==> config.mk <==
export PLATFORM = sky130hd
export DESIGN_NAME = cc_role
export DESIGN_NICKNAME = d
export VERILOG_FILES = /design/src/common/cc_role_pkg.sv /design/src/hw/cc_role.sv
export VERILOG_INCLUDE_DIRS = /design/src /design/src/common
export SDC_FILE = /design/constraint.sdc
export NUM_CORES = 1
export LEC_CHECK = 0
export BUFFER_PORTS_ARGS = -buffer_cell sky130_fd_sc_hd__buf_2
export CAP_MARGIN = 40
export CORE_MARGIN = 8
export CORE_UTILIZATION = 31
export DETAILED_ROUTE_END_ITERATION = 6
export SYNTH_ARGS = -nofsm -noshare
export SYNTH_HDL_FRONTEND = slang
export SYNTH_SLANG_ARGS = --single-unit
==> constraint.sdc <==
create_clock -name clk_in -period 2.2 [get_ports clk_in]
set_input_delay 0.44 -clock clk_in [delete_from_list [all_inputs] [get_ports clk_in]]
set_output_delay 0.44 -clock clk_in [all_outputs]
set_load 0.1 [all_outputs]
==> src/common/cc_role_defines.svh <==
/*
 Timing counts, strap thresholds and register layout for the CC role block.
 Assumes a 40 MHz clock; included by its bare name.
*/
`ifndef CC_ROLE_DEFINES_SVH
`define CC_ROLE_DEFINES_SVH

`define CLK_MHZ             40
`define SWAP_DETECT_NS      60
`define SWAP_DETECT_CYC     ((`SWAP_DETECT_NS * `CLK_MHZ + 999) / 1000)
`define DETACH_DEBOUNCE_US  100
`define DETACH_DEBOUNCE_CYC (`DETACH_DEBOUNCE_US * `CLK_MHZ)
`define TOGGLE_HALF_US      35000
`define TOGGLE_HALF_CYC     (`TOGGLE_HALF_US * `CLK_MHZ)
`define SAR_BITS            8
`define SAR_PHASE_LAST      2'h3
`define STRAP_LIM0          8'h05
`define STRAP_LIM1          8'h12
`define STRAP_LIM2          8'h24
`define STRAP_LIM3          8'h3C
`define STRAP_LIM4          8'h5D
`define STRAP_LIM5          8'hB4
`define STRAP_LIM6          8'hE7
`define ADDR_CTRL           4'h0
`define ADDR_STATUS         4'h1
`define ADDR_STRAP          4'h2
`define ADDR_SAR            4'h3
`define ADDR_MUX            4'h4
`define CTRL_ROLE_LSB       0
`define CTRL_FRS_EN         2
`define CTRL_DB_OFF         3
`define CTRL_RESET          8'h00

`endif

==> src/common/cc_role_pkg.sv <==
/*
 Types for the CC role block.
 Assumes the defines header is compiled alongside.
*/
package cc_role_pkg;
	typedef enum logic [1:0] {
		ROLE_SINK   = 2'h0,
		ROLE_SOURCE = 2'h1,
		ROLE_DUAL   = 2'h2
	} role_t;

	typedef enum logic [3:0] {
		ST_UNATT  = 4'h1,
		ST_ATT    = 4'h2,
		ST_SOURCE = 4'h4,
		ST_SWAP   = 4'h8
	} port_st_t;

	typedef enum logic [2:0] {
		SAR_CONV1 = 3'h1,
		SAR_CONV2 = 3'h2,
		SAR_DONE  = 3'h4
	} sar_st_t;
endpackage

==> src/hw/cc_role.sv <==
/*
 Per-port CC role control, fast role swap detection, dead-battery pull-down
 and power-up strap decoding through an 8-bit SAR converter.
 Assumes analog comparators and a SAR comparator output driven from pins,
 all asynchronous, and a simple strobe register port on clk_in.
*/
`timescale 1ns/1ps
`include "cc_role_defines.svh"
//
// Contract
// Sink role applies pull-down and waits for source
// Sink attach declared only with VBUS present
// Advertised current from connected CC level
// Dual role alternates pull-down and pull-up
// Flag swap after CC low for detect time
// Swap disables both gates, enters source
// Dead battery pull-down present by default
// Control removes dead-battery pull-down
// Straps govern response when main supply low
// Convert both straps at power-up
// Straps select address, sink path, configuration
// Low ratio bands decode to 0 to 3
// Middle ratio bands decode to 4 to 6
// Top ratio band decodes to 7
// 8-bit SAR result readable by firmware
// Converter input from selectable mux
// Detach after CC high for debounce
// Strap values captured once, held
// Swap detector idle unless sink enabled
module cc_role (
	input  wire logic       clk_in,         // 40 MHz clock
	input  wire logic       rst_n_in,       // Async reset, low
	input  wire logic       vbus_in,        // VBUS present comparator
	input  wire logic       main_supply_in, // Main supply good
	input  wire logic [1:0] cc_rd_in,       // CC above Rd attach level
	input  wire logic [1:0] cc_lvl15_in,    // CC above 1.5 A level
	input  wire logic [1:0] cc_lvl30_in,    // CC above 3.0 A level
	input  wire logic [1:0] cc_frs_low_in,  // CC below swap threshold
	input  wire logic [1:0] cc_dis_in,      // CC above disconnect level
	input  wire logic       sar_cmp_in,     // SAR comparator result
	input  wire logic [3:0] addr_in,        // Register address
	input  wire logic [7:0] wdata_in,       // Write data
	input  wire logic       wr_in,          // Write strobe
	input  wire logic       rd_in,          // Read strobe
	output logic      [7:0] rdata_out,      // Read data
	output logic      [1:0] sink_pulldown_out,         // Pull-down enables
	output logic      [1:0] source_pullup_current_out, // Pull-up enables
	output logic            system_path_gate_out,      // Sink gate
	output logic            bus_path_gate_out,         // Sink gate
	output logic            attached_out,   // Port attached
	output logic      [1:0] adv_current_out, // Source current level
	output logic            swap_flag_out,  // Swap detected, to core
	output logic      [7:0] sar_dac_out,    // SAR trial code
	output logic      [2:0] sar_mux_out,    // Converter mux select
	output logic      [2:0] slave_addr_out, // Serial port address index
	output logic            db_sink_path_out, // Dead-battery sink path on
	output logic      [2:0] default_cfg_out // Default configuration
);
	localparam int SWAP_N = `SWAP_DETECT_CYC;
	localparam int DET_N  = `DETACH_DEBOUNCE_CYC;
	localparam int TOG_N  = `TOGGLE_HALF_CYC;

	function automatic logic [2:0] strap_decode(input logic [7:0] v);
		if (v <= `STRAP_LIM0) strap_decode = 3'h0;
		else if (v <= `STRAP_LIM1) strap_decode = 3'h1;
		else if (v <= `STRAP_LIM2) strap_decode = 3'h2;
		else if (v <= `STRAP_LIM3) strap_decode = 3'h3;
		else if (v <= `STRAP_LIM4) strap_decode = 3'h4;
		else if (v <= `STRAP_LIM5) strap_decode = 3'h5;
		else if (v <= `STRAP_LIM6) strap_decode = 3'h6;
		else strap_decode = 3'h7;
	endfunction

	// Two-flop synchronisers for all analog comparator inputs
	logic [10:0] sy1_q, sy2_q;
	always_ff @(posedge clk_in or negedge rst_n_in) begin
		if (!rst_n_in) begin
			sy1_q <= 11'h000;
			sy2_q <= 11'h000;
		end else begin
			sy1_q <= {sar_cmp_in, main_supply_in, vbus_in, cc_rd_in,
				cc_lvl15_in, cc_lvl30_in, cc_frs_low_in[0], cc_dis_in[0]};
			sy2_q <= sy1_q;
		end
	end
	logic [1:0] frs_s, dis_s;
	logic [1:0] frs_hi_q, dis_hi_q;
	always_ff @(posedge clk_in or negedge rst_n_in) begin
		if (!rst_n_in) begin
			frs_hi_q <= 2'h0;
			dis_hi_q <= 2'h0;
		end else begin
			frs_hi_q <= {cc_frs_low_in[1], frs_hi_q[1]};
			dis_hi_q <= {cc_dis_in[1], dis_hi_q[1]};
		end
	end
	logic       sar_s, main_s, vbus_s;
	logic [1:0] rd_s, l15_s, l30_s;
	assign {sar_s, main_s, vbus_s, rd_s, l15_s, l30_s} = sy2_q[10:2];
	assign frs_s = {frs_hi_q[0], sy2_q[1]};
	assign dis_s = {dis_hi_q[0], sy2_q[0]};

	// Control register
	logic [7:0] ctrl_q;
	logic [7:0] mux_q;
	cc_role_pkg::role_t role;
	logic frs_en, db_off;
	assign role   = cc_role_pkg::role_t'(ctrl_q[`CTRL_ROLE_LSB +: 2]);
	assign frs_en = ctrl_q[`CTRL_FRS_EN];
	assign db_off = ctrl_q[`CTRL_DB_OFF];

	always_ff @(posedge clk_in or negedge rst_n_in) begin
		if (!rst_n_in) begin
			ctrl_q <= `CTRL_RESET;
			mux_q  <= 8'h00;
		end else if (wr_in) begin
			if (addr_in == `ADDR_CTRL) ctrl_q <= wdata_in;
			else if (addr_in == `ADDR_MUX) mux_q <= wdata_in;
		end
	end

	// SAR converter: strap one, strap two, then firmware conversions
	cc_role_pkg::sar_st_t sar_st_q;
	logic [7:0] sar_q, sar_res_q;
	logic [2:0] bit_q;
	logic [1:0] ph_q;
	logic [2:0] strap1_q, strap2_q;
	logic       straps_ok_q;
	logic [7:0] trial;
	assign trial = sar_q | (8'h80 >> bit_q);

	always_ff @(posedge clk_in or negedge rst_n_in) begin
		if (!rst_n_in) begin
			sar_st_q    <= cc_role_pkg::SAR_CONV1;
			sar_q       <= 8'h00;
			sar_res_q   <= 8'h00;
			bit_q       <= 3'h0;
			strap1_q    <= 3'h0;
			strap2_q    <= 3'h0;
			straps_ok_q <= 1'b0;
			sar_dac_out <= 8'h80;
			sar_mux_out <= 3'h0;
			ph_q        <= 2'h0;
		end else if (ph_q != `SAR_PHASE_LAST) begin
			// New trial code reaches sar_s only after the synchroniser
			ph_q <= ph_q + 2'h1;
		end else begin
			ph_q <= 2'h0;
			// Comparator high means input at or above trial code
			sar_q <= sar_s ? trial : sar_q;
			if (bit_q == 3'h7) begin
				bit_q     <= 3'h0;
				sar_res_q <= sar_s ? trial : sar_q;
				sar_q     <= 8'h00;
				case (sar_st_q)
				cc_role_pkg::SAR_CONV1: begin
					strap1_q <= strap_decode(sar_s ? trial : sar_q);
					sar_st_q <= cc_role_pkg::SAR_CONV2;
					sar_mux_out <= 3'h1;
				end
				cc_role_pkg::SAR_CONV2: begin
					strap2_q    <= strap_decode(sar_s ? trial : sar_q);
					straps_ok_q <= 1'b1;
					sar_st_q    <= cc_role_pkg::SAR_DONE;
					sar_mux_out <= mux_q[2:0];
				end
				default: sar_mux_out <= mux_q[2:0];
				endcase
				sar_dac_out <= 8'h80;
			end else begin
				bit_q       <= bit_q + 3'h1;
				sar_dac_out <= (sar_s ? trial : sar_q) | (8'h40 >> bit_q);
			end
		end
	end

	// Strap-derived outputs, refreshed every cycle once both straps are converted
	always_ff @(posedge clk_in or negedge rst_n_in) begin
		if (!rst_n_in) begin
			slave_addr_out   <= 3'h0;
			db_sink_path_out <= 1'b0;
			default_cfg_out  <= 3'h0;
		end else if (straps_ok_q) begin
			slave_addr_out   <= {1'b0, strap1_q[1:0]};
			// Sink path closes in dead battery unless strap safe-mode
			db_sink_path_out <= !main_s && strap2_q != 3'h0;
			default_cfg_out  <= strap2_q;
		end
	end

	// Port state machine
	cc_role_pkg::port_st_t st_q;
	logic [31:0] swap_cnt_q, det_cnt_q, tog_cnt_q;
	logic        tog_q;
	logic        sink_mode;
	logic        frs_low;
	logic [1:0]  conn_q;
	// Source role keeps the dead-battery pull-down until released
	assign sink_mode = role == cc_role_pkg::ROLE_SINK ||
		(role == cc_role_pkg::ROLE_DUAL && !tog_q) ||
		(role == cc_role_pkg::ROLE_SOURCE && !db_off);
	// Open pin reads below threshold, so watch only the connected one
	assign frs_low = |(frs_s & conn_q);

	always_ff @(posedge clk_in or negedge rst_n_in) begin
		if (!rst_n_in) begin
			tog_cnt_q <= 32'h0;
			tog_q     <= 1'b0;
		end else if (role != cc_role_pkg::ROLE_DUAL || st_q != cc_role_pkg::ST_UNATT) begin
			tog_cnt_q <= 32'h0;
		end else if (tog_cnt_q == 32'(TOG_N - 1)) begin
			tog_cnt_q <= 32'h0;
			tog_q     <= !tog_q;
		end else begin
			tog_cnt_q <= tog_cnt_q + 32'h1;
		end
	end

	always_ff @(posedge clk_in or negedge rst_n_in) begin
		if (!rst_n_in) begin
			st_q          <= cc_role_pkg::ST_UNATT;
			swap_cnt_q    <= 32'h0;
			det_cnt_q     <= 32'h0;
			conn_q        <= 2'h0;
			swap_flag_out <= 1'b0;
		end else begin
			swap_flag_out <= 1'b0;
			case (st_q)
			cc_role_pkg::ST_UNATT: begin
				det_cnt_q  <= 32'h0;
				swap_cnt_q <= 32'h0;
				if (sink_mode && |rd_s && vbus_s) begin
					st_q   <= cc_role_pkg::ST_ATT;
					conn_q <= rd_s;
				end else if (!sink_mode && |rd_s)
					st_q <= cc_role_pkg::ST_SOURCE;
			end
			cc_role_pkg::ST_ATT: begin
				if (frs_en && frs_low) begin
					swap_cnt_q <= swap_cnt_q + 32'h1;
					if (swap_cnt_q == 32'(SWAP_N - 1)) begin
						swap_flag_out <= 1'b1;
						st_q <= cc_role_pkg::ST_SWAP;
					end
				end else
					swap_cnt_q <= 32'h0;
				if (|dis_s) begin
					det_cnt_q <= det_cnt_q + 32'h1;
					if (det_cnt_q == 32'(DET_N - 1))
						st_q <= cc_role_pkg::ST_UNATT;
				end else
					det_cnt_q <= 32'h0;
			end
			cc_role_pkg::ST_SWAP: st_q <= cc_role_pkg::ST_SOURCE;
			cc_role_pkg::ST_SOURCE: begin
				if (!(|rd_s)) st_q <= cc_role_pkg::ST_UNATT;
			end
			default: st_q <= cc_role_pkg::ST_UNATT;
			endcase
		end
	end

	// Pin drives
	always_ff @(posedge clk_in or negedge rst_n_in) begin
		if (!rst_n_in) begin
			// Dead-battery pull-down present straight out of reset
			sink_pulldown_out         <= 2'h3;
			source_pullup_current_out <= 2'h0;
			system_path_gate_out      <= 1'b0;
			bus_path_gate_out         <= 1'b0;
			attached_out              <= 1'b0;
			adv_current_out           <= 2'h0;
		end else begin
			if (st_q == cc_role_pkg::ST_SOURCE || st_q == cc_role_pkg::ST_SWAP ||
				(!sink_mode && st_q == cc_role_pkg::ST_UNATT)) begin
				sink_pulldown_out         <= 2'h0;
				source_pullup_current_out <= 2'h3;
			end else begin
				sink_pulldown_out         <= 2'h3;
				source_pullup_current_out <= 2'h0;
			end
			attached_out <= st_q == cc_role_pkg::ST_ATT ||
				st_q == cc_role_pkg::ST_SOURCE;
			system_path_gate_out <= st_q == cc_role_pkg::ST_ATT ||
				(db_sink_path_out && vbus_s && st_q == cc_role_pkg::ST_UNATT);
			bus_path_gate_out    <= st_q == cc_role_pkg::ST_ATT;
			if (st_q == cc_role_pkg::ST_ATT)
				adv_current_out <= |l30_s ? 2'h2 : (|l15_s ? 2'h1 : 2'h0);
			else
				adv_current_out <= 2'h0;
		end
	end

	// Register read port
	always_ff @(posedge clk_in or negedge rst_n_in) begin
		if (!rst_n_in) rdata_out <= 8'h00;
		else if (rd_in) begin
			if (addr_in == `ADDR_CTRL) rdata_out <= ctrl_q;
			else if (addr_in == `ADDR_STATUS)
				rdata_out <= {2'h0, straps_ok_q, st_q == cc_role_pkg::ST_SOURCE,
					adv_current_out, vbus_s, attached_out};
			else if (addr_in == `ADDR_STRAP)
				rdata_out <= {1'b0, strap2_q, 1'b0, strap1_q};
			else if (addr_in == `ADDR_SAR) rdata_out <= sar_res_q;
			else if (addr_in == `ADDR_MUX) rdata_out <= mux_q;
			else rdata_out <= 8'h00;
		end else rdata_out <= 8'h00;
	end

	a_swap_needs_sink: assert property (@(posedge clk_in) disable iff (!rst_n_in)
		$rose(swap_flag_out) |-> $past(frs_en) && $past(st_q) == cc_role_pkg::ST_ATT)
		else $error("swap flagged outside enabled sink");
	a_swap_gates_off: assert property (@(posedge clk_in) disable iff (!rst_n_in)
		swap_flag_out |-> ##[1:3] !bus_path_gate_out && !system_path_gate_out)
		else $error("gates not off after swap");
	a_swap_to_source: assert property (@(posedge clk_in) disable iff (!rst_n_in)
		swap_flag_out |-> ##1 st_q == cc_role_pkg::ST_SOURCE)
		else $error("source role not taken after swap");
	a_attach_vbus: assert property (@(posedge clk_in) disable iff (!rst_n_in)
		$rose(st_q == cc_role_pkg::ST_ATT) |-> $past(vbus_s))
		else $error("attach without vbus");
	a_strap_hold: assert property (@(posedge clk_in) disable iff (!rst_n_in)
		straps_ok_q |=> $stable(strap1_q) && $stable(strap2_q) && straps_ok_q)
		else $error("strap values changed");
	a_sink_pulldown: assert property (@(posedge clk_in) disable iff (!rst_n_in)
		st_q == cc_role_pkg::ST_ATT |=> sink_pulldown_out == 2'h3)
		else $error("pull-down missing while sink attached");
	a_current_zero: assert property (@(posedge clk_in) disable iff (!rst_n_in)
		!attached_out |-> adv_current_out == 2'h0 || $past(st_q) == cc_role_pkg::ST_ATT)
		else $error("current reported while detached");
	a_role_exclusive: assert property (@(posedge clk_in) disable iff (!rst_n_in)
		(sink_pulldown_out & source_pullup_current_out) == 2'h0)
		else $error("pull-down and pull-up together");
	a_db_kept: assert property (@(posedge clk_in) disable iff (!rst_n_in)
		role == cc_role_pkg::ROLE_SOURCE && !db_off &&
		st_q == cc_role_pkg::ST_UNATT |=> sink_pulldown_out == 2'h3)
		else $error("dead-battery pull-down dropped early");
	c_attach: cover property (@(posedge clk_in) disable iff (!rst_n_in)
		$rose(attached_out));
	c_detach: cover property (@(posedge clk_in) disable iff (!rst_n_in)
		$fell(attached_out));
	c_swap: cover property (@(posedge clk_in) disable iff (!rst_n_in)
		swap_flag_out);
	c_straps: cover property (@(posedge clk_in) disable iff (!rst_n_in)
		$rose(straps_ok_q));
endmodule

# Word-level counts from Yosys, hierarchy flattened
# Index checks and enable logic that the tools add are counted.
# classes
order_cmp	7
n_mul	0
div	0
n_shift	2
addsub	5
eq_ne	21
bitwise_logic	6
n_mux	42
n_reduce_logical	40
# ops
cell	count
$mux 32	4
$pmux 32 s2	2
$add 32x1->32 const B	3
$mux 8	9
$eq 32x12->1 const B	1
$eq 32x2->1 const B	1
$eq 32x21->1 const B	1
$mux 4	7
$mux 3	6
$le 8x6->1 const B	2
$le 8x8->1 const B	2
$or 8x8->8	2
$pmux 4 s4	1
$mux 2	7
$eq 4x2->1 const B	3
$reduce_and 3->1	4
$logic_and 1x1->1	10
$reduce_and 2->1	5
$reduce_or 2->1	5
$eq 4x1->1 const B	2
$eq 4x3->1 const B	2
$le 8x3->1 const B	1
$le 8x5->1 const B	1
$le 8x7->1 const B	1
other kinds (23)	41
# word_totals
latch_bits	0
wordCells	156
ram_bits	0
out_inout_bits	36
romBits	0
register_bits	211
mem_count	0

# Logic depth before layout (Yosys ltp)
# Gate-level depths: netlist of the first run.
# logic_depth
depth_word	11
depth_mapped	10
mapped_depth_nobuf	7

# Least setup slack after synthesis of the first run
# OpenSTA, ideal clock, no wires.
# synth_timing
path_kind	reg2reg
start	register bit_q[2]
end	register strap1_q[0]
setup_ps	129
t_arrival_ps	2126
slack_ps	-55
path_buffers	1
stages_incl_launch_ff	9
path_cell_list	dfrtp_1 -> clkbuf_1 -> inv_1 -> ha_1 -> a21o_1 -> a211oi_1 -> or4b_1 -> mux2i_1 -> a21oi_1
# synth_via
elab_chain_cells	11
word_cells_on_any_way	19
# synth_lines
item	line_no	text
start, declared	cc_role.sv:125	logic [2:0] bit_q;
start signal, assigned	cc_role.sv:171	bit_q <= bit_q + 3'h1;
$shr 8x3->8	cc_role.sv:130	assign trial = sar_q | (8'h80 >> bit_q);
$or 8x8->8	cc_role.sv:130	
$mux 8	cc_role.sv:157	strap1_q <= strap_decode(sar_s ? trial : sar_q);
$le 8x8->1 (no source line)	n/a	
$mux 1	cc_role.sv:70	else if (v <= `STRAP_LIM6) strap_decode = 3'h6;
$mux 2 (2 in a row)	n/a	
$mux 3 (3 in a row)	n/a	
$mux 3	cc_role.sv:64	if (v <= `STRAP_LIM0) strap_decode = 3'h0;
end signal, assigned	cc_role.sv:157	
end, declared	cc_role.sv:127	logic [2:0] strap1_q, strap2_q;
# Several ways; a longest one is shown, not always the timed one.
# A chain may end at the register's enable or synchronous reset.

# Worst setup path after layout of the first run
# layout_timing
start	register bit_q[0]
end	register strap2_q[1]
# layout_via
elab_chain_cells	10
word_cells_on_any_way	17
# layout_lines
item	line_no	text
$shr 8x3->8	cc_role.sv:130	
$or 8x8->8	cc_role.sv:130	
$mux 8	cc_role.sv:162	strap2_q <= strap_decode(sar_s ? trial : sar_q);
$le 8x8->1 (no source line)	n/a	
$mux 2	cc_role.sv:69	else if (v <= `STRAP_LIM5) strap_decode = 3'h5;
$mux 2	cc_role.sv:68	else if (v <= `STRAP_LIM4) strap_decode = 3'h4;
$mux 3	cc_role.sv:67	else if (v <= `STRAP_LIM3) strap_decode = 3'h3;
$mux 3	cc_role.sv:66	else if (v <= `STRAP_LIM2) strap_decode = 3'h2;
$mux 3	cc_role.sv:65	else if (v <= `STRAP_LIM1) strap_decode = 3'h1;
$mux 3	n/a	
end signal, assigned	cc_role.sv:162	
end, declared	cc_role.sv:127	
# Several ways; a longest one is shown, not always the timed one.

==> impl_metrics.ini, run 1 <==
[synth]
seq_area_frac_synth_pct = 51.81
synth-edff-count = 0
synth-seq-cells = 209
yosys_warnings = 0
yosys_most_used_dff = dfrtp_1
synth_cell_types = 77
netlist_area_um2 = 10100
async_flop_share_pct = 100.0
synth_nets = 1044
syn_avg_cell_area_um2 = 10.06
synth_cells = 1004

[placement]
port_buffers = 63
gp_congestion = 0.8770
dp_slack_ns = 0.01879
post-dp-hpwl_mm = 16.94

[timing]
worst_pin_slew_ns = 0.5981
finalSetupViolations = 0
hold_viol = 0
relSlewSlack_pct = 59.76
fin_skew_ns = 0.006262
period_minus_slack_ns = 2.113
rsz0062_at_grt = false
worst_slack_ns = 0.08743
max_freq_mhz = 473.4
finalMaxSlewViolations = 0
finalCritPeriodShare_pct = 96.03
tns_ns = 0

[power]
ir_worst_vdd_v = 0.0007362
leakage_nw = 5.316
p_per_area_nw_per_um2 = 866.0
p_total_mw = 10.54

[cts]
cts_root_buffer = clkbuf_16
cts_buffer_depth = 3
htree_levels = 1
insertion_delay_ns = 0.51
cts_made_buffers = 24
clk_pin_slew_worst_paths_ns = 0.06
clock_sinks = 209
cts_tree = done

[final_layout]
multiInputGateArea_um2 = 4628
fillers = 3208
nets = 1142
regArea_um2 = 5235
fin_util_pct = 37.68
area_growth_syn_to_layout_pct = 20.42
final_layout_size_suffix_gt1_share_pct = 20.80
antenna_cells = 0
final_cell_mix = 205 x dfrtp_1, 89 x o21ai_0, 88 x nor2_1
final_common_cell = dfrtp_1

[worst_setup_path]
crit_path_top_delay_cell = dfrtp_1
path_class = reg -> reg
slowest_delay_ns = 0.38
required_ns = 2.65
startpoint_type = flip-flop
worst_r2r_endpoint = strap2_q[1]
crit_chain = ha_2, ha_1, a21oi_1, o221a_2, o2111a_1, a31oi_1, mux2_2
critPathMaxFanout = 7
reg2reg_slack_ns = 0.09
arrival_ns = 2.57
r2r_start = bit_q[0]
endpoint_kind = flip-flop
reg2reg_depth = 7

[min_path]
hp-start = cc_frs_low_in[0]
min-delay-path-class = in -> reg
hold_end = sy1_q[1]
holdPathStages = 1

[die]
core-area_um2 = 32290
io_pins = 65
die_x_um = 196.5
die_area_um2 = 38620
start_util_pct = 31.29
die_h_um = 196.5
rows = 66

[drt]
wl_mm = 23.91
drtPass1Iterations = 5
ant_nets = 0
viasPerCell = 5.083
dr.first_iter.drc_count = 549
drc_errors = 0
vias = 7939
avgRoutedWirePerCell_um = 15.31

[global_route]
grtUsageTotal_pct = 12.33
grt_antenna_before_repair = 0
grt_pass1_vias = 7734
grt_max_degree = 73
grt_overflow = 0
grt_pass1_wl_mm = 40.23

[run]
maxCapViolCount = 0

[run_status]
status = finished, final reports clean
[through the flow]
step	cells	hold slack (ns)	instance area [µm²]
final	1562	0.03034	12170
after global routing	1562	0.01198	12170
after CTS	1562	0.01046	12130
after detailed placement	1517	0.3355	11270
after global placement	1517	0.3344	11270
after floorplan	1004	0.1444	10100
[power by group]
group | leakage, nW | internal, mW | total (mW) | switching (mW)
Combinational | 2.12 | 0.604 | 2.07 | 1.47
Sequential | 2.78 | 4.07 | 4.26 | 0.184
Clock | 0.415 | 2.64 | 4.21 | 1.57
Total | 5.32 | 7.32 | 10.5 | 3.22
[registers in the layout (all words and copies together), names as in the netlist, 3 cells and up]
signal,cells
ctrl_q,8
sar_res_q,8
sar_st_q,3
rdata_out,8
sar_mux_out,3
sar_q,8
strap2_q,3
default_cfg_out,3
mux_q,8
sy2_q,11
det_cnt_q,32
sy1_q,11
sar_dac_out,8
st_q,4
bit_q,3
swap_cnt_q,32
tog_cnt_q,32
strap1_q,3
[how the worst max path moves through the flow]
stage / startpoint / end / slack, ns / depth (start not counted)
final: bit_q[0] / strap2_q[1] / 0.09 / 7
after global routing: bit_q[0] / strap1_q[0] / 0.005 / 7
after CTS: bit_q[0] / strap2_q[0] / 0.002 / 7
after detailed placement: bit_q[0] / strap2_q[0] / 0.02 / 7
after global placement: bit_q[0] / strap1_q[0] / 0.09 / 7
after floorplan: bit_q[2] / strap1_q[0] / 0.06 / 8
[worst max-delay path, delay by kind of cell, from the launching register on]
| kind | cells | cell delay (ns) |
|---|---|---|
| mux | 1 | 0.18 |
| fa+ha+maj | 2 | 0.58 |
| flops | 1 | 0.38 |
| compound gates | 4 | 0.92 |
[kinds of logic after synthesis]
logic type	Yosys count	synth area share, %
simple gates	377	20.73
other cells	1	0.03712
xor+xnor	37	3.208
compound gates	259	15.48
flops	209	51.81
buf+inv	68	2.799
fa+ha+maj	11	1.362
mux	42	4.570
[what timing repair did]
item | CTS | global route
hold endpoints to repair | 63 | 0
setup endpoints to repair | 0 | 6
gates resized for setup | 0 | 9
setup buffers | 0 | 0
hold buffers | 1 | 0
[synthesized netlist by cell type (all sizes together) (3+ instances only)]
| master | instances | area (µm²) |
|---|---|---|
| ha | 11 | 137.6 |
| inv | 24 | 90.08 |
| nor3 | 15 | 101.4 |
| a21oi | 48 | 240.2 |
| and4 | 4 | 35.03 |
| buf | 16 | 87.59 |
| nor2b | 6 | 37.54 |
| a41oi | 3 | 26.28 |
| dfrtp | 205 | 5130 |
| a211oi | 7 | 52.55 |
| or4b | 3 | 30.03 |
| nand3b | 4 | 33.78 |
| a21o | 15 | 112.6 |
| dfstp | 4 | 105.1 |
| mux2i | 9 | 90.09 |
| nand2 | 81 | 304.0 |
| a31oi | 36 | 225.2 |
| xor2 | 28 | 245.2 |
| and3 | 17 | 107.6 |
| o31ai | 11 | 82.58 |
| and2 | 14 | 87.59 |
| a22o | 3 | 26.28 |
| mux2 | 33 | 371.6 |
| a31o | 3 | 26.28 |
| nor2 | 91 | 344.1 |
| xnor2 | 9 | 78.83 |
| nor4 | 27 | 250.2 |
| or3 | 6 | 42.54 |
| nor4b | 4 | 41.29 |
| o21ai | 101 | 509.2 |
| nand3 | 46 | 280.3 |
| o41ai | 6 | 52.55 |
| o22ai | 7 | 43.79 |
| nand4 | 40 | 262.8 |
| nand2b | 10 | 62.56 |
| a22oi | 3 | 22.52 |
| or4 | 4 | 33.78 |
| clkbuf | 28 | 105.1 |
[per-layer routing]
metal | vias to the layer above | GRT usage, % | part of all wire (%)
li1 | 3883 | - | -
met1 | 3876 | 17.42 | 49
met5 | - | 0 | 0
met2 | 134 | 19.46 | 45
met4 | 0 | 3.762 | 2.6
met3 | 46 | 1.603 | 3.3
[layout make-up]
| class | count | share of cell area, % |
|---|---|---|
| flip-flops and latches | 209 | 43.03 |
| well taps | 442 | 4.545 |
| multi-input cells | 727 | 38.04 |
| clock inverters | 12 | 1.357 |
| inverters | 24 | 0.7404 |
| repair buffers | 116 | 6.684 |
| clock buffers | 32 | 5.605 |
No activity file was read; power rests on OpenSTA's default activity.
==> inputs of run 2 (changes only) <==
--- a/config.mk
+++ b/config.mk
@@ -6,6 +6,7 @@
 export SDC_FILE = /design/constraint.sdc
 export NUM_CORES = 1
 export LEC_CHECK = 0
+export ABC_AREA = 1
 export BUFFER_PORTS_ARGS = -buffer_cell sky130_fd_sc_hd__buf_2
 export CAP_MARGIN = 40
 export CORE_MARGIN = 8
==> impl_metrics.ini, run 2 <==
[run_status]
status = finished, final reports clean

[timing]
hold_viol = 0
tns_ns = 0
finalMaxSlewViolations = 0
rsz0062_at_grt = false
relSlewSlack_pct = 63.02
timing.hold.ws_ns = 0.03034
finalSetupViolations = 0
worst_pin_slew_ns = 0.5504
finalCritPeriodShare_pct = 88.94
max_freq_mhz = 511.1
worst_slack_ns = 0.2433
period_minus_slack_ns = 1.957
fin_skew_ns = 0.02004

[min_path]
hp-start = cc_frs_low_in[0]
holdPathStages = 1
min-delay-path-class = in -> reg
hold_end = sy1_q[1]

[drt]
drtPass1Iterations = 5
dr.first_iter.drc_count = 598
drc_errors = 0
avgRoutedWirePerCell_um = 14.73
wl_mm = 27.40
viasPerCell = 4.879
vias = 9075
ant_nets = 0

[placement]
dp_slack_ns = 0.1910
post-dp-hpwl_mm = 20.39
placed_area_um2 = 11470
port_buffers = 63
dp.cells = 1809
gp_congestion = 0.9058

[power]
leakage_nw = 5.461
p_total_mw = 10.22
ir_worst_vdd_v = 0.0004980
p_per_area_nw_per_um2 = 821.7

[worst_setup_path]
endpoint_kind = primary output
r2r_start = bit_q[0]
cpLargestDelayFamily = flip-flops
required_ns = 1.76
critPathMaxFanout = 3
crit_chain = buf_2
crit_path_top_delay_cell = dfrtp_1
reg2reg_slack_ns = 0.25
arrival_ns = 1.52
crit_buf_inv = 1
reg2reg_depth = 14
worst_r2r_endpoint = strap1_q[0]
slowest_delay_ns = 0.49
startpoint = db_sink_path_out
startpoint_type = flip-flop
path_class = reg -> out

[final_layout]
final_area_um2 = 12440
nets = 1435
fin_util_pct = 37.18
fin_cells = 1860
final_cell_mix = 262 x nand2_1, 205 x dfrtp_1, 164 x inv_1
final_layout_size_suffix_gt1_share_pct = 13.03
final_common_cell = nand2_1
top_regs = det_cnt_q: 32 flops, swap_cnt_q: 32 flops, tog_cnt_q: 32 flops
antenna_cells = 0
area_growth_syn_to_layout_pct = 18.64

[run]
maxCapViolCount = 0

[synth]
synth_area_leaders = dfrtp_1 49%, nand2_1 9.5%, inv_1 5.9%
synth.top_cell.area_share_pct = 48.94
synth_nets = 1338
synthTopCellsByCount = 265 x nand2_1, 205 x dfrtp_1, 164 x inv_1
yosys_most_used_dff = dfrtp_1
async_flop_share_pct = 100.0
yosys_warnings = 0
synth-edff-count = 0
netlist_area_um2 = 10480
synth_cell_types = 54
synth-seq-cells = 209
synth.most_common_cell = nand2_1
synth_area_leader_cell = dfrtp_1
syn_avg_cell_area_um2 = 8.076
seq_area_frac_synth_pct = 49.94
synth_cells = 1298

[die]
core-area_um2 = 33450
start_util_pct = 31.34
io_pins = 65
die_area_um2 = 39950
rows = 67
die_h_um = 199.9
die_x_um = 199.9

[cts]
clk_pin_slew_worst_paths_ns = 0.06
cts_buffer_depth = 3
cts_tree = done
clock_sinks = 209
cts_root_buffer = clkbuf_16
cts_made_buffers = 25
htree_levels = 1
insertion_delay_ns = 0.52

[global_route]
use_met1_pct = 18.95
grt_overflow = 0
grtUsageTotal_pct = 13.92
grt_max_degree = 74
busiest_layer = met2
use_met2_pct = 22.36
grt_antenna_before_repair = 1
grt_pass1_wl_mm = 45.87
met3_usage_pct = 2.330
grt_pass1_vias = 9006
==> run 2: area by class of cell <==
class / count / area (µm²)
clock buffers: 35 / 713.2
clock inverters: 9 / 148.9
fillers: 3485 / 21010
inverters: 175 / 656.9
multi-input cells: 889 / 4504
flip-flops and latches: 209 / 5235
well taps: 448 / 560.5
repair buffers: 95 / 618.1
==> run 2: logic make-up (layout without fill, tap and decap cells) <==
logic type / Yosys count / count (layout) / synth area share [%]
other: 1 / 1 / 0.03577
buffers and inverters: 200 / 314 / 7.412
AND/OR/NAND/NOR: 629 / 629 / 27.39
flip-flops: 209 / 209 / 49.94
XOR/XNOR: 24 / 24 / 2.005
AO/OA/AOI/OAI: 222 / 222 / 11.69
adder cells (fa/ha/maj): 11 / 11 / 1.313
multiplexers: 2 / 2 / 0.2148
==> run 2: power breakdown <==
| part | leakage, nW | switching [mW] | total, mW | internal (mW) |
|---|---|---|---|---|
| clock network | 0.427 | 1.62 | 4.33 | 2.71 |
| logic | 2.24 | 1.34 | 1.70 | 0.358 |
| registers | 2.79 | 0.138 | 4.19 | 4.05 |
| total | 5.46 | 3.10 | 10.2 | 7.12 |
==> run 2: per-layer routing <==
| layer | wire (µm) | vias up | share of wire (%) |
|---|---|---|---|
| met1 | 12900 | 4325 | 47 |
| met5 | 0 | - | 0 |
| met3 | 1319 | 45 | 4.8 |
| li1 | - | 4497 | - |
| met4 | 732 | 0 | 2.7 |
| met2 | 12450 | 208 | 45 |
==> run 2: timing repair <==
action	4_1_cts	5_1_grt
hold endpoints to repair	22	1
setup endpoints to repair	0	6
setup buffers	0	1
gates resized for setup	0	8
hold buffers	5	1
==> run 2: worst max path at each step <==
stage | endpoint | cells past startpoint
2_1_floorplan | source_pullup_current_out[1] | 1
3_3_place_gp | strap1_q[0] | 14
3_5_place_dp | ctrl_q[4] | 7
4_1_cts | strap1_q[0] | 15
5_1_grt | strap2_q[0] | 15
6_report | db_sink_path_out | 1
==> inputs of run 3 (changes only) <==
--- a/config.mk
+++ b/config.mk
@@ -6,9 +6,9 @@
 export SDC_FILE = /design/constraint.sdc
 export NUM_CORES = 1
 export LEC_CHECK = 0
-export ABC_AREA = 1
 export BUFFER_PORTS_ARGS = -buffer_cell sky130_fd_sc_hd__buf_2
 export CAP_MARGIN = 40
+export CORE_ASPECT_RATIO = 0.6
 export CORE_MARGIN = 8
 export CORE_UTILIZATION = 31
 export DETAILED_ROUTE_END_ITERATION = 6
==> impl_metrics.ini, run 3 (same netlist as run 1, synthesis figures left out) <==
[run_status]
status = finished, final reports clean

[global_route]
grt_overflow = 0
grt_pass1_wl_mm = 43.56
grt_max_degree = 56
grtUsageTotal_pct = 13.47
grt_antenna_before_repair = 0
grt_pass1_vias = 7822

[cts]
clk_pin_slew_worst_paths_ns = 0.07
clock_sinks = 209
cts_buffer_depth = 3
cts_root_buffer = clkbuf_16
cts_made_buffers = 20
post-cts-setup-buffers = 0
htree_levels = 1
insertion_delay_ns = 0.52
cts_tree = done

[worst_setup_path]
endpoint_kind = flip-flop
critPathMostFrequentCell = a31oi_1
slowest_delay_ns = 0.40
startpoint_type = flip-flop
crit_buf_inv = 1
worst_r2r_endpoint = strap1_q[1]
critPathMaxFanout = 6
path_class = reg -> reg
arrival_ns = 2.51
cpLargestDelayFamily = compound AO/OA/AOI/OAI gates
reg2reg_slack_ns = 0.09
reg2reg_depth = 7
crit_chain = inv_1, ha_2, a31oi_1, o221a_2, o2111a_1, a31oi_1, mux2_2
crit_path_top_delay_cell = a31oi_1
required_ns = 2.60
r2r_start = bit_q[0]

[final_layout]
multiInputGateArea_um2 = 4639
final_layout_size_suffix_gt1_share_pct = 20.83
fillers = 3227
nets = 1140
area_growth_syn_to_layout_pct = 18.49
final_cell_mix = 204 x dfrtp_1, 89 x nor2_1, 88 x o21ai_0
fin_util_pct = 37.08
top_regs = det_cnt_q: 32 flops, swap_cnt_q: 32 flops, tog_cnt_q: 32 flops
fin_cells = 1538
final_area_um2 = 11970
final_common_cell = dfrtp_1
antenna_cells = 0
regArea_um2 = 5236

[timing]
finalCritPeriodShare_pct = 96.03
finalSetupViolations = 0
hold_viol = 0
fin_skew_ns = 0.01947
period_minus_slack_ns = 2.113
rsz0062_at_grt = false
tns_ns = 0
worst_pin_slew_ns = 0.6204
worst_slack_ns = 0.08727
max_freq_mhz = 473.3
finalMaxSlewViolations = 0
timing.hold.ws_ns = 0.02900
relSlewSlack_pct = 58.64

[die]
io_pins = 65
start_util_pct = 31.29
die_area_um2 = 38810
rows = 51
core-area_um2 = 32290
die_x_um = 249.1
die_h_um = 155.8

[placement]
placed_area_um2 = 11240
gp_congestion = 0.8931
dp_slack_ns = -0.003827
dp.cells = 1501
port_buffers = 63
post-dp-hpwl_mm = 18.70

[min_path]
hp-start = sar_cmp_in
min-delay-path-class = in -> reg
hold_end = sy1_q[10]
holdPathStages = 1

[power]
p_total_mw = 9.955
ir_worst_vdd_v = 0.0005763
p_per_area_nw_per_um2 = 831.5
leakage_nw = 5.233

[drt]
avgRoutedWirePerCell_um = 17.16
vias = 8109
dr.first_iter.drc_count = 771
drc_errors = 0
drtPass1Iterations = 5
ant_nets = 0
viasPerCell = 5.272
wl_mm = 26.40

[run]
maxCapViolCount = 0
## run 3: metal layers
| metal | up-vias | track usage (%) | wire length (µm) |
|---|---|---|---|
| met1 | 4003 | 21.08 | 14070 |
| met5 | - | 0 | 0 |
| met2 | 202 | 18.99 | 10580 |
| met4 | 0 | 2.779 | 463 |
| li1 | 3875 | - | - |
| met3 | 29 | 2.246 | 1285 |
## run 3: cell type report
cell class / count / area share, %
clock buffer: 22 / 4.421
clock inverter: 14 / 1.191
inverter: 24 / 0.7525
multi-input combinational: 727 / 38.75
sequential: 209 / 43.74
tap: 424 / 4.431
timing repair buffer: 118 / 6.710
## run 3: timing repair
item                                    in CTS  in global routing
gates cloned                                 0                  0
gates resized for setup                      1                 12
endpoints found under the hold margin       47                  0
endpoints found under the setup margin       3                  9
hold buffers                                 1                  0
## run 3: report_power, final
| group | internal, mW | switching [mW] | leakage (nW) |
|---|---|---|---|
| registers | 4.07 | 0.179 | 2.78 |
| clock network | 2.00 | 1.60 | 0.325 |
| logic | 0.593 | 1.52 | 2.13 |
## run 3: how the worst max path moves through the flow
stage                  startpoint           end  slack (ns)  depth (start not counted)
floorplan                bit_q[2]   strap1_q[0]        0.06                          8
global placement    det_cnt_q[20]       st_q[1]        0.07                          5
detailed placement  det_cnt_q[20]       st_q[0]      -0.004                          5
CTS                      bit_q[0]   strap1_q[0]        0.07                          7
global route        tog_cnt_q[30]  tog_cnt_q[1]       0.002                          7
finish                   bit_q[0]   strap1_q[1]        0.09                          7
